$ cat src/pwr_ctrl_pkg.sv
// Package of constants for the LED driver shutdown and spread-spectrum control block
//
// Contract
// RULE_01 - Range field selects one of four dither spans
// RULE_02 - Registers hold their values during any shutdown
// RULE_03 - Soft power-down bit low turns outputs off
// RULE_04 - Soft power-down bit resets to zero
// RULE_05 - Host writes one to enable outputs
// RULE_06 - Pin held low forces hardware shutdown
// RULE_07 - Pin returning high ends hardware shutdown
// RULE_08 - Pin rising edge resets serial interface only
// RULE_09 - Registers stay accessible while pin low
// RULE_10 - Host rewrites registers after deep supply dip
// RULE_11 - Reset register key restores all defaults
// RULE_12 - Shutdown forces channels off until both release
`default_nettype none
package pwr_ctrl_pkg;
   // ------------------------------------------------------------
   // Register map
   // ------------------------------------------------------------
   localparam logic [7:0] CTRL_ADDR      = 8'h00; // Control register
   localparam logic [7:0] SPREAD_ADDR    = 8'h19; // Spread-spectrum register
   localparam logic [7:0] RESET_ADDR     = 8'h3f; // Reset register
   localparam logic [7:0] RESET_KEY      = 8'hae; // Value that restores defaults
   // ------------------------------------------------------------
   // Field positions and reset values
   // ------------------------------------------------------------
   localparam int         SOFT_PD_BIT    = 0;     // Soft power-down bit in control
   localparam int         RANGE_LSB      = 0;     // Range field low bit in spread reg
   localparam logic [7:0] CTRL_RESET     = 8'h00; // Control reset value
   localparam logic [7:0] SPREAD_RESET   = 8'h00; // Spread reset value
   // Dither range codes, percent of timebase
   localparam logic [1:0] RANGE_5        = 2'h0;
   localparam logic [1:0] RANGE_15       = 2'h1;
   localparam logic [1:0] RANGE_24       = 2'h2;
   localparam logic [1:0] RANGE_34       = 2'h3;
   localparam logic [5:0] SPAN_5         = 6'h05;
   localparam logic [5:0] SPAN_15        = 6'h0f;
   localparam logic [5:0] SPAN_24        = 6'h18;
   localparam logic [5:0] SPAN_34        = 6'h22;
   // Serial-interface reset pulse length in cycles
   localparam int         BUS_RST_CYCLES = 1;
endpackage
`default_nettype wire

$ cat src/pin_sync.sv
// Two-stage synchroniser with rising-edge detect
`timescale 1ns/100ps
`default_nettype none
module pin_sync
(
   input  wire logic sys_clk_i,  // System clock
   input  wire logic arst_n_i,   // Async reset, active low
   input  wire logic async_i,    // Pin level from outside
   output logic      level_o,    // Synchronised level
   output logic      rise_o      // One-cycle pulse on rising edge
);
   logic stage1;      // First flop, read only by stage2
   logic stage2;      // Second flop
   logic stage3;      // Previous synchronised level
   logic next_stage1;
   logic next_stage2;
   logic next_stage3;

   // ------------------------------------------------------------
   // Next values
   // ------------------------------------------------------------
   always_comb
   begin
      next_stage1 = async_i;
      next_stage2 = stage1;
      next_stage3 = stage2;
   end

   // Registers; pin treated as low (shutdown) during reset
   always_ff @(posedge sys_clk_i or negedge arst_n_i)
   begin
      if (!arst_n_i)
      begin
         stage1 <= 1'b0;
         stage2 <= 1'b0;
         stage3 <= 1'b0;
      end
      else
      begin
         stage1 <= next_stage1;
         stage2 <= next_stage2;
         stage3 <= next_stage3;
      end
   end

   assign level_o = stage2;
   assign rise_o  = stage2 & ~stage3;
endmodule
`default_nettype wire

$ cat src/pwr_ctrl.sv
// Shutdown and spread-spectrum control for an 18-channel LED driver
`timescale 1ns/100ps
`default_nettype none
module pwr_ctrl
#(
   parameter int CHANNELS = 18   // Number of LED channels
)
(
   input  wire logic                sys_clk_i,          // 25 MHz clock
   input  wire logic                arst_n_i,           // Power-on reset, active low
   input  wire logic                hw_power_down_n_pin, // Shutdown pin, low = shutdown
   input  wire logic                reg_wr_i,           // Write strobe from serial engine
   input  wire logic                reg_rd_i,           // Read strobe from serial engine
   input  wire logic [7:0]          reg_addr_i,         // Register address
   input  wire logic [7:0]          reg_wdata_i,        // Write data
   output logic      [7:0]          reg_rdata_o,        // Read data, registered
   input  wire logic [CHANNELS-1:0] chan_mod_i,         // PWM/blink state per channel
   output logic      [CHANNELS-1:0] chan_en_o,          // Current source enables
   output logic                     soft_power_down_n,  // Soft power-down bit
   output logic                     hw_shutdown_o,      // Hardware shutdown active
   output logic      [1:0]          dither_range_select,// Range field
   output logic      [5:0]          dither_span_o,      // Dither span in percent
   output logic                     bus_rst_o           // Serial interface reset pulse
);
   // Elaboration check: the enable path is built for 1 to 32 channels
   if (CHANNELS < 1 || CHANNELS > 32)
   begin : g_bad_channels
      $error("CHANNELS out of range");
   end

   // ------------------------------------------------------------
   // Shutdown pin synchroniser
   // ------------------------------------------------------------
   logic pin_level;  // Synchronised pin level
   logic pin_rise;   // Rising edge pulse

   pin_sync u_pin_sync
   (
      .sys_clk_i (sys_clk_i),
      .arst_n_i  (arst_n_i),
      .async_i   (hw_power_down_n_pin),
      .level_o   (pin_level),
      .rise_o    (pin_rise)
   );

   // ------------------------------------------------------------
   // Register state
   // ------------------------------------------------------------
   logic [7:0]          ctrl_reg;        // Control register
   logic [7:0]          spread_reg;      // Spread-spectrum register
   logic [7:0]          rdata;           // Read data
   logic                bus_rst;         // Interface reset pulse
   logic [CHANNELS-1:0] chan_en;         // Output enables
   logic [7:0]          next_ctrl_reg;
   logic [7:0]          next_spread_reg;
   logic [7:0]          next_rdata;
   logic                next_bus_rst;
   logic [CHANNELS-1:0] next_chan_en;
   logic                run_ok;          // Both shutdown conditions released
   logic [5:0]          span;            // Registered dither span
   logic [5:0]          next_span;       // Span decoded from the next range field

   // Register writes; pin level plays no part, so access continues
   // in shutdown and values are simply held [RULE_02] [RULE_09]
   always_comb
   begin
      next_ctrl_reg   = ctrl_reg;
      next_spread_reg = spread_reg;
      next_rdata      = rdata;
      if (reg_wr_i)
      begin
         case (reg_addr_i)
            pwr_ctrl_pkg::CTRL_ADDR:   next_ctrl_reg   = reg_wdata_i;
            pwr_ctrl_pkg::SPREAD_ADDR: next_spread_reg = reg_wdata_i;
            pwr_ctrl_pkg::RESET_ADDR:
            begin
               // Key restores defaults [RULE_11]
               if (reg_wdata_i == pwr_ctrl_pkg::RESET_KEY)
               begin
                  next_ctrl_reg   = pwr_ctrl_pkg::CTRL_RESET;
                  next_spread_reg = pwr_ctrl_pkg::SPREAD_RESET;
               end
            end
            default: ;
         endcase
      end
      if (reg_rd_i)
      begin
         case (reg_addr_i)
            pwr_ctrl_pkg::CTRL_ADDR:   next_rdata = ctrl_reg;
            pwr_ctrl_pkg::SPREAD_ADDR: next_rdata = spread_reg;
            default:                   next_rdata = 8'h00;
         endcase
      end
   end

   // Outputs gated by both shutdown modes [RULE_03] [RULE_06] [RULE_07] [RULE_12]
   assign run_ok = ctrl_reg[pwr_ctrl_pkg::SOFT_PD_BIT] & pin_level;

   always_comb
   begin
      next_chan_en = run_ok ? chan_mod_i : '0;
      // Pin rising edge resets the interface only [RULE_08]
      next_bus_rst = pin_rise;
   end

   // Registers; control resets to zero, soft shutdown [RULE_04]
   always_ff @(posedge sys_clk_i or negedge arst_n_i)
   begin
      if (!arst_n_i)
      begin
         ctrl_reg   <= pwr_ctrl_pkg::CTRL_RESET;
         spread_reg <= pwr_ctrl_pkg::SPREAD_RESET;
         rdata      <= 8'h00;
         bus_rst    <= 1'b0;
         chan_en    <= '0;
         span       <= pwr_ctrl_pkg::SPAN_5;
      end
      else
      begin
         ctrl_reg   <= next_ctrl_reg;
         spread_reg <= next_spread_reg;
         rdata      <= next_rdata;
         bus_rst    <= next_bus_rst;
         chan_en    <= next_chan_en;
         span       <= next_span;
      end
   end

   // ------------------------------------------------------------
   // Range decode
   // ------------------------------------------------------------
   // Decoded from the next range value, so the registered span
   // changes on the same edge as the spread register
   always_comb
   begin
      // Four spans selected by the range field [RULE_01]
      case (next_spread_reg[pwr_ctrl_pkg::RANGE_LSB +: 2])
         pwr_ctrl_pkg::RANGE_5:  next_span = pwr_ctrl_pkg::SPAN_5;
         pwr_ctrl_pkg::RANGE_15: next_span = pwr_ctrl_pkg::SPAN_15;
         pwr_ctrl_pkg::RANGE_24: next_span = pwr_ctrl_pkg::SPAN_24;
         pwr_ctrl_pkg::RANGE_34: next_span = pwr_ctrl_pkg::SPAN_34;
         default:                next_span = pwr_ctrl_pkg::SPAN_5;
      endcase
   end

   assign dither_span_o       = span;

   assign dither_range_select = spread_reg[pwr_ctrl_pkg::RANGE_LSB +: 2];
   assign soft_power_down_n   = ctrl_reg[pwr_ctrl_pkg::SOFT_PD_BIT];
   assign hw_shutdown_o       = ~pin_level;
   assign chan_en_o           = chan_en;
   assign reg_rdata_o         = rdata;
   assign bus_rst_o           = bus_rst;

   // ------------------------------------------------------------
   // Assertions
   // ------------------------------------------------------------
   property p_soft_off;
      @(posedge sys_clk_i) disable iff (!arst_n_i)
      !ctrl_reg[pwr_ctrl_pkg::SOFT_PD_BIT] |=> chan_en_o == '0;
   endproperty
   a_soft_off: assert property (p_soft_off) else $error("outputs on in soft shutdown"); // [RULE_03]

   property p_hw_off;
      @(posedge sys_clk_i) disable iff (!arst_n_i)
      !pin_level |=> chan_en_o == '0;
   endproperty
   a_hw_off: assert property (p_hw_off) else $error("outputs on in hw shutdown"); // [RULE_06]

   property p_resume;
      @(posedge sys_clk_i) disable iff (!arst_n_i)
      run_ok |=> chan_en_o == $past(chan_mod_i);
   endproperty
   a_resume: assert property (p_resume) else $error("outputs not following modulation"); // [RULE_12]

   // Leaving hardware shutdown with the soft bit set restores modulation
   property p_exit_hw;
      @(posedge sys_clk_i) disable iff (!arst_n_i)
      ($rose(pin_level) && ctrl_reg[pwr_ctrl_pkg::SOFT_PD_BIT])
      |-> !hw_shutdown_o ##1 chan_en_o == $past(chan_mod_i);
   endproperty
   a_exit_hw: assert property (p_exit_hw) else $error("hw shutdown not left"); // [RULE_07]

   property p_bus_rst;
      @(posedge sys_clk_i) disable iff (!arst_n_i)
      pin_rise |=> bus_rst_o ##1 !bus_rst_o;
   endproperty
   a_bus_rst: assert property (p_bus_rst) else $error("interface reset pulse wrong"); // [RULE_08]

   property p_hold;
      @(posedge sys_clk_i) disable iff (!arst_n_i)
      (!reg_wr_i && pin_rise) |=> $stable(ctrl_reg) && $stable(spread_reg);
   endproperty
   a_hold: assert property (p_hold) else $error("registers changed on pin edge"); // [RULE_02]

   property p_wr_in_sd;
      @(posedge sys_clk_i) disable iff (!arst_n_i)
      (reg_wr_i && reg_addr_i == pwr_ctrl_pkg::SPREAD_ADDR && !pin_level)
      |=> spread_reg == $past(reg_wdata_i);
   endproperty
   a_wr_in_sd: assert property (p_wr_in_sd) else $error("write lost in hw shutdown"); // [RULE_09]

   property p_key;
      @(posedge sys_clk_i) disable iff (!arst_n_i)
      (reg_wr_i && reg_addr_i == pwr_ctrl_pkg::RESET_ADDR && reg_wdata_i == pwr_ctrl_pkg::RESET_KEY)
      |=> ctrl_reg == pwr_ctrl_pkg::CTRL_RESET && spread_reg == pwr_ctrl_pkg::SPREAD_RESET;
   endproperty
   a_key: assert property (p_key) else $error("reset key ignored"); // [RULE_11]

   property p_span;
      @(posedge sys_clk_i) disable iff (!arst_n_i)
      dither_range_select == pwr_ctrl_pkg::RANGE_34 |-> dither_span_o == pwr_ctrl_pkg::SPAN_34;
   endproperty
   a_span: assert property (p_span) else $error("span decode wrong"); // [RULE_01]

   property p_boot;
      @(posedge sys_clk_i) $rose(arst_n_i) |-> !soft_power_down_n;
   endproperty
   a_boot: assert property (p_boot) else $error("soft bit not zero after reset"); // [RULE_04]

   property p_cv_run;
      @(posedge sys_clk_i) disable iff (!arst_n_i) run_ok ##1 chan_en_o != '0;
   endproperty
   c_run: cover property (p_cv_run);

   property p_cv_rise;
      @(posedge sys_clk_i) disable iff (!arst_n_i) pin_rise;
   endproperty
   c_rise: cover property (p_cv_rise);

   property p_cv_key;
      @(posedge sys_clk_i) disable iff (!arst_n_i)
      reg_wr_i && reg_addr_i == pwr_ctrl_pkg::RESET_ADDR;
   endproperty
   c_key: cover property (p_cv_key);
endmodule
`default_nettype wire

$ cat config.mk
export PLATFORM = sky130hd
export DESIGN_NAME = pwr_ctrl
export DESIGN_NICKNAME = d
export VERILOG_FILES = /design/src/pwr_ctrl_pkg.sv /design/src/pin_sync.sv /design/src/pwr_ctrl.sv
export SDC_FILE = /design/constraint.sdc
export NUM_CORES = 1
export LEC_CHECK = 0
export ABC_AREA = 1
export ABC_CLOCK_PERIOD_IN_PS = 1900
export BUFFER_PORTS_ARGS = -buffer_cell sky130_fd_sc_hd__clkbuf_2
export CORE_MARGIN = 8
export CORE_UTILIZATION = 30
export DETAILED_ROUTE_END_ITERATION = 7
export GPL_ROUTABILITY_DRIVEN = 0
export HOLD_SLACK_MARGIN = 0.02
export PLACE_DENSITY = 0.59
export SYNTH_ARGS = -nofsm -noshare
export SYNTH_HDL_FRONTEND = slang
export SYNTH_SLANG_ARGS = --single-unit
$ cat constraint.sdc
create_clock -name sys_clk_i -period 1.9 [get_ports sys_clk_i]
set_input_delay 0.38 -clock sys_clk_i [delete_from_list [all_inputs] [get_ports sys_clk_i]]
set_output_delay 0.38 -clock sys_clk_i [all_outputs]
set_load 0.01 [all_outputs]
======== Word-level counts from Yosys, hierarchy flattened ========
Cells that the tools add are included.
operators by class
  equality and inequality tests ........... 7
  multiplexer cells ....................... 8
  bitwise operators ....................... 4
  reduce and logical (&&, ||, !) cells .... 6
operators with widths
  kind                                                                   count
  8-bit case mux with 2 select lines                                     3
  6-bit case mux with 4 select lines                                     1
  18-bit two-way mux                                                     1
  8-bit two-way mux                                                      2
  8-bit by 5-bit equality test with 1-bit output, second input constant  1
  8-bit by 6-bit equality test with 1-bit output, second input constant  1
  8-bit equality test, second input constant                             1
  8-bit zero test                                                        1
  3-bit AND reduction                                                    2
  2-bit equality test, second input constant                             2
  2-bit nonzero test                                                     2
  1-bit AND                                                              2
  2-bit by 1-bit equality test with 1-bit output, second input constant  1
  2-bit zero test                                                        1
  2-bit two-way mux                                                      1
  2-bit != test, second input constant                                   1
  1-bit NOT                                                              2
word-level totals
  register bits ........................... 52
  bits of input ports ..................... 39
  output and inout bits ................... 37
  word-level logic and storage cells ...... 35

======== Logic depth before layout (Yosys ltp) ========
  depth in word-level cells ............... 6
  depth in mapped cells ................... 12

======== Cells and area by module ========
From an unflattened synthesis, not the netlist that was laid out.
second synthesis, totals
  cells, all modules ...................... 268
  area, all modules ....................... 2299.7 µm²
modules (own cells, without submodules)
  module    times used  cells an instance  area an instance (µm²)
  pwr_ctrl  1           263                2214.6
  pin_sync  1           5                  85.1

======== Worst setup path after synthesis ========
No wires, ideal clock.
  path type ............................... in2reg
  start point ............................. input reg_addr_i[6]
  end point ............................... register span[1] (netlist: dither_span_o[1])
  arrival ................................. 1.388 ns
  required time ........................... 1.785 ns
  setup slack ............................. 0.396 ns
  stages on the path ...................... 11
  buffers on the path ..................... 0
  cell sequence ........................... inv_1 -> nand2_1 -> nor2_4 -> nand2_2 -> nand2_2 -> nand3_4 -> nand2_1 -> nand2_1 -> ha_1 -> nor2_1 -> nor2_1
between the ends
  word-level cells in the longest chain between the ends .. 5
  elaborated cells between the ends (all ways) .. 9
  those cells by class .................... eq/ne (5); mux (3); reduce/logical (1)
ends and longest elaborated chain
  what                                                                                                              RTL line         RTL
  start: declaration                                                                                                pwr_ctrl.sv:14   input wire logic [7:0] reg_addr_i,
  8-bit by 6-bit equality test with 1-bit output or 8-bit by 5-bit equality test with 1-bit output (tied branches)  pwr_ctrl.sv:72   case (reg_addr_i)
  8-bit case mux with 2 select lines *                                                                              pwr_ctrl.sv:72
  2-bit two-way mux *                                                                                               pwr_ctrl.sv:70   if (reg_wr_i)
  via next_spread_reg[1]                                                                                            pwr_ctrl.sv:55   logic [7:0] next_spread_reg;
  2-bit equality test, or another cell as far along                                                                 pwr_ctrl.sv:138  case (next_spread_reg[pwr_ctrl_pkg::RANGE_LSB +: 2])
  6-bit case mux with 4 select lines *                                                                              pwr_ctrl.sv:138
  via next_span[1]                                                                                                  pwr_ctrl.sv:61   logic [5:0] next_span;
  end signal: assignment                                                                                            pwr_ctrl.sv:117  span <= pwr_ctrl_pkg::SPAN_5;
  end signal: assignment                                                                                            pwr_ctrl.sv:126  span <= next_span;
  end: declaration                                                                                                  pwr_ctrl.sv:60   logic [5:0] span;
Mark *: on every way through the listed nets, which the timed path passes. The rest lies on a longest branch.
A chain may end at the register's enable or synchronous reset.

======== Worst setup path after layout ========
  start point ............................. input reg_wdata_i[4]
  end point ............................... register span[1] (netlist: dither_span_o[1])
between the ends
  word-level cells in the longest chain between the ends .. 6
  elaborated cells between the ends (all ways) .. 9
  those cells by class .................... eq/ne (4); mux (4); reduce/logical (1)
ends and longest elaborated chain
  what                                               RTL line         RTL
  start: declaration                                 pwr_ctrl.sv:15   input wire logic [7:0] reg_wdata_i,
  8-bit equality test *                              pwr_ctrl.sv:78   if (reg_wdata_i == pwr_ctrl_pkg::RESET_KEY)
  8-bit two-way mux *                                pwr_ctrl.sv:78
  8-bit case mux with 2 select lines *               pwr_ctrl.sv:72
  2-bit two-way mux *                                pwr_ctrl.sv:70
  via next_spread_reg[1]                             pwr_ctrl.sv:55
  2-bit equality test, or another cell as far along  pwr_ctrl.sv:138
  6-bit case mux with 4 select lines *               pwr_ctrl.sv:138
  via next_span[1]                                   pwr_ctrl.sv:61
Mark *: on every way through the listed nets, which the timed path passes. The rest lies on a longest branch. The select of a mux whose other input is x is not followed.

==> results.md <==
* Syn Std Cell Area at 2293 sq um
* CTS resizes at 0
* GR Overflow Total at 0
* R2R Setup Slk at 0.77 ns
* Cell taking the most area after synthesis: dfrtp_1
* Power per cell area at 763.0 nW/um^2
* WL/cell at 11.66 um
* Drc violations at 0
* Vias per cell at 3.998
* Min-Delay Path Class: in2reg
* Setup TNS Final at 0 ns
* Peak supply drop at 314.0 uV
* Crit path DAT at 1.63 ns
* Pins Over Slew Limit at 0
* FP Rows at 32
* Diode count at 0
* Placed cells at 439
* Clk slew on worst S/H paths at 0.10 ns
* Post-synth top flop: dfrtp_1
* Rel. slew slack at 0.6109
* Drt pass-1 iters at 4
* Crit path launch type: primary input
* Max FFs per register at 18
* Tmin final at 1.433 ns
* RSZ-0062 raised after global routing: no
* Die Y at 103.4 um
* Post-route ant nets at 0
* FFs w/ async S/R, synth at 1.000
* CTS root buffer: clkbuf_8
* Hold Vio Cnt, Final at 0
* First DRT Iteration DRCs at 46
* Clk_lat worst skew at 0.30 ns
* Final std cells w/o fill at 448
* DRT Wirelength at 5224 um
* Seq/Total Area, Yosys at 0.5570
* Setup CP Type: in2reg
* H-tree levels at 2
* Post-synth top area share at 0.5456
* Initial antenna violation count at 0
* Slew @ Worst Pin at 0.5822 ns
* Pleak at 1.797 nW
* Fmax at 0.6978 GHz
* Placeable core area at 7567 sq um
* M2 GR Usage at 0.1760
* CTS tree: yes
* Worst setup EP type: register
* EDFF count, synth at 0
* Met1 track demand over resource at 0.1234
* Die width at 103.4 um
* Fill count at 796
* Vias in the first global route at 1856
* Grt met3 use at 0.01874
* Setup Skew at 0.005290 ns
* Mean Syn Cell Area at 8.590 sq um
* Data required, critical path at 2.10 ns
* DR vias at 1791
* I/O Buffers at 75
* GR Util All Layers at 0.1015
* First-pass GRT wire length at 8535 um
* Final core occ at 0.3857
* Mapped Cells at 267
* Synth warn at 0
* #FFs+latches synth at 51
* CP max FO at 10
* Dominant cells by area after synthesis: dfrtp_1 55%, nand2_1 16%, inv_1 5.9%
* CTS max path bufs at 2
* Syn nets at 311
* Share of post-route cells with drive strength above 1 at 0.3121
* Setup violators final at 0
* I/O Pins at 76
* Gr busiest metal: met2
* Syn-to-layout area delta at 27.28%
* CTS Buf Count at 5
* Status: completed
* Die footprint at 10700 sq um
* Max_cap viols at 0
* Nets at 389
* HPWL Detailed at 4212 um
* Initial Utilization at 0.3031
* Period utilisation layout at 0.7543
* Synth cell types at 22
* # clock sinks at 51
* Largest net degree at the start of global routing at 36
-- final cells by class --
class | instances | area, sq um | share of cell area
clock inverter | 3 | 67.56 | 0.02315
timing repair buffer | 77 | 405.4 | 0.1389
tap | 102 | 127.6 | 0.04372
inverter | 41 | 156.4 | 0.05358
sequential | 51 | 1277 | 0.4376
multi-input combinational | 169 | 815.8 | 0.2795
clock buffer | 5 | 68.82 | 0.02357
-- cells in the mapped netlist, types with 2 or more instances --
cell type  instances
nor2_1            35
nand2_1          100
a21oi_2            2
inv_2              3
nor2_2             4
nand2_2            5
buf_4              3
ha_1               5
nand2_4            4
nand3_4            2
clkbuf_1           2
inv_1             36
nand4_1            8
dfrtp_1           50
-- cell families (layout without fill, tap and decap cells) --
| logic type | Yosys count | count (layout) | share of synthesized area |
|---|---|---|---|
| flops | 51 | 51 | 0.5570 |
| fa+ha+maj | 5 | 5 | 0.02728 |
| compound gates | 2 | 2 | 0.007639 |
| simple gates | 162 | 162 | 0.3208 |
| buf+inv | 47 | 126 | 0.08729 |
-- power breakdown --
group / internal, mW / switching [mW] / total, mW
logic: 0.0770 / 0.121 / 0.198
clock network: 0.525 / 0.357 / 0.882
registers: 1.13 / 0.0208 / 1.15
-- worst paths after layout --
path,startpoint,endpoint,cells past startpoint
max,reg_wdata_i[4],dither_span_o[1],12
min,hw_power_down_n_pin,u_pin_sync.next_stage2,1
max reg2reg,ctrl_reg[0],chan_en_o[2],2
min reg2reg,u_pin_sync.next_stage2,u_pin_sync.level_o,0
max in group asynchronous,arst_n_i,spread_reg[5],3
min in group asynchronous,arst_n_i,chan_en_o[4],2
-- stage by stage --
stage	hold slack (ns)	area (sq um)	setup slack, ns	total power [mW]
floorplan	0.08441	2293	0.3963	1.262
global placement	0.3321	2773	0.1627	1.366
detailed placement	0.3419	2773	0.1253	1.371
CTS	0.1678	2919	0.4485	2.257
global route	0.1661	2919	0.3012	2.330
finish	0.1776	2919	0.4669	2.227
-- critical path: stages --
cell and delay, ns:
clkbuf_2 0.09, inv_1 0.07, nand2_1 0.07, nor2_2 0.08, nand2_1 0.10, nand2_4 0.14
nand3_4 0.14, nand2_1 0.09, nand2_1 0.10, ha_1 0.22, nor2_1 0.10, nor2_1 0.04
-- cell usage in the layout, fill, tap and decap left out --
cell type | Yosys | routed
a21oi_2 | 2 | 2
and2_0 | 1 | 1
buf_12 | 0 | 1
bufinv_16 | 0 | 2
clkbuf_2 | 0 | 75
clkbuf_8 | 1 | 5
clkinv_1 | 1 | 1
clkinvlp_4 | 0 | 1
dfrtp_1 | 50 | 50
dfstp_2 | 1 | 1
dlygate4sd3_1 | 0 | 1
ha_1 | 5 | 5
inv_1 | 36 | 36
inv_2 | 3 | 3
inv_4 | 1 | 1
nand2_1 | 100 | 100
nand2_2 | 5 | 5
nand2_4 | 4 | 4
nand3_1 | 1 | 1
nand3_4 | 2 | 2
nand4_1 | 8 | 8
nor2_1 | 35 | 35
nor2_2 | 4 | 4
nor2_4 | 1 | 1
nor2_8 | 1 | 1
-- layer usage --
metal	share of wire	wire [um]	vias to the layer above
met1	0.43	2226	808
met2	0.51	2680	38
met3	0.046	241	6
li1	-	-	939
met4	0.014	75	0
met5	0	0	-
-- repair_timing --
action / in CTS / in global routing
endpoints found under the setup margin: 0 / 0
setup buffers: 0 / 0
endpoints found under the hold margin: 1 / 0
hold buffers: 1 / 0
(Power assumes the default switching activity.)
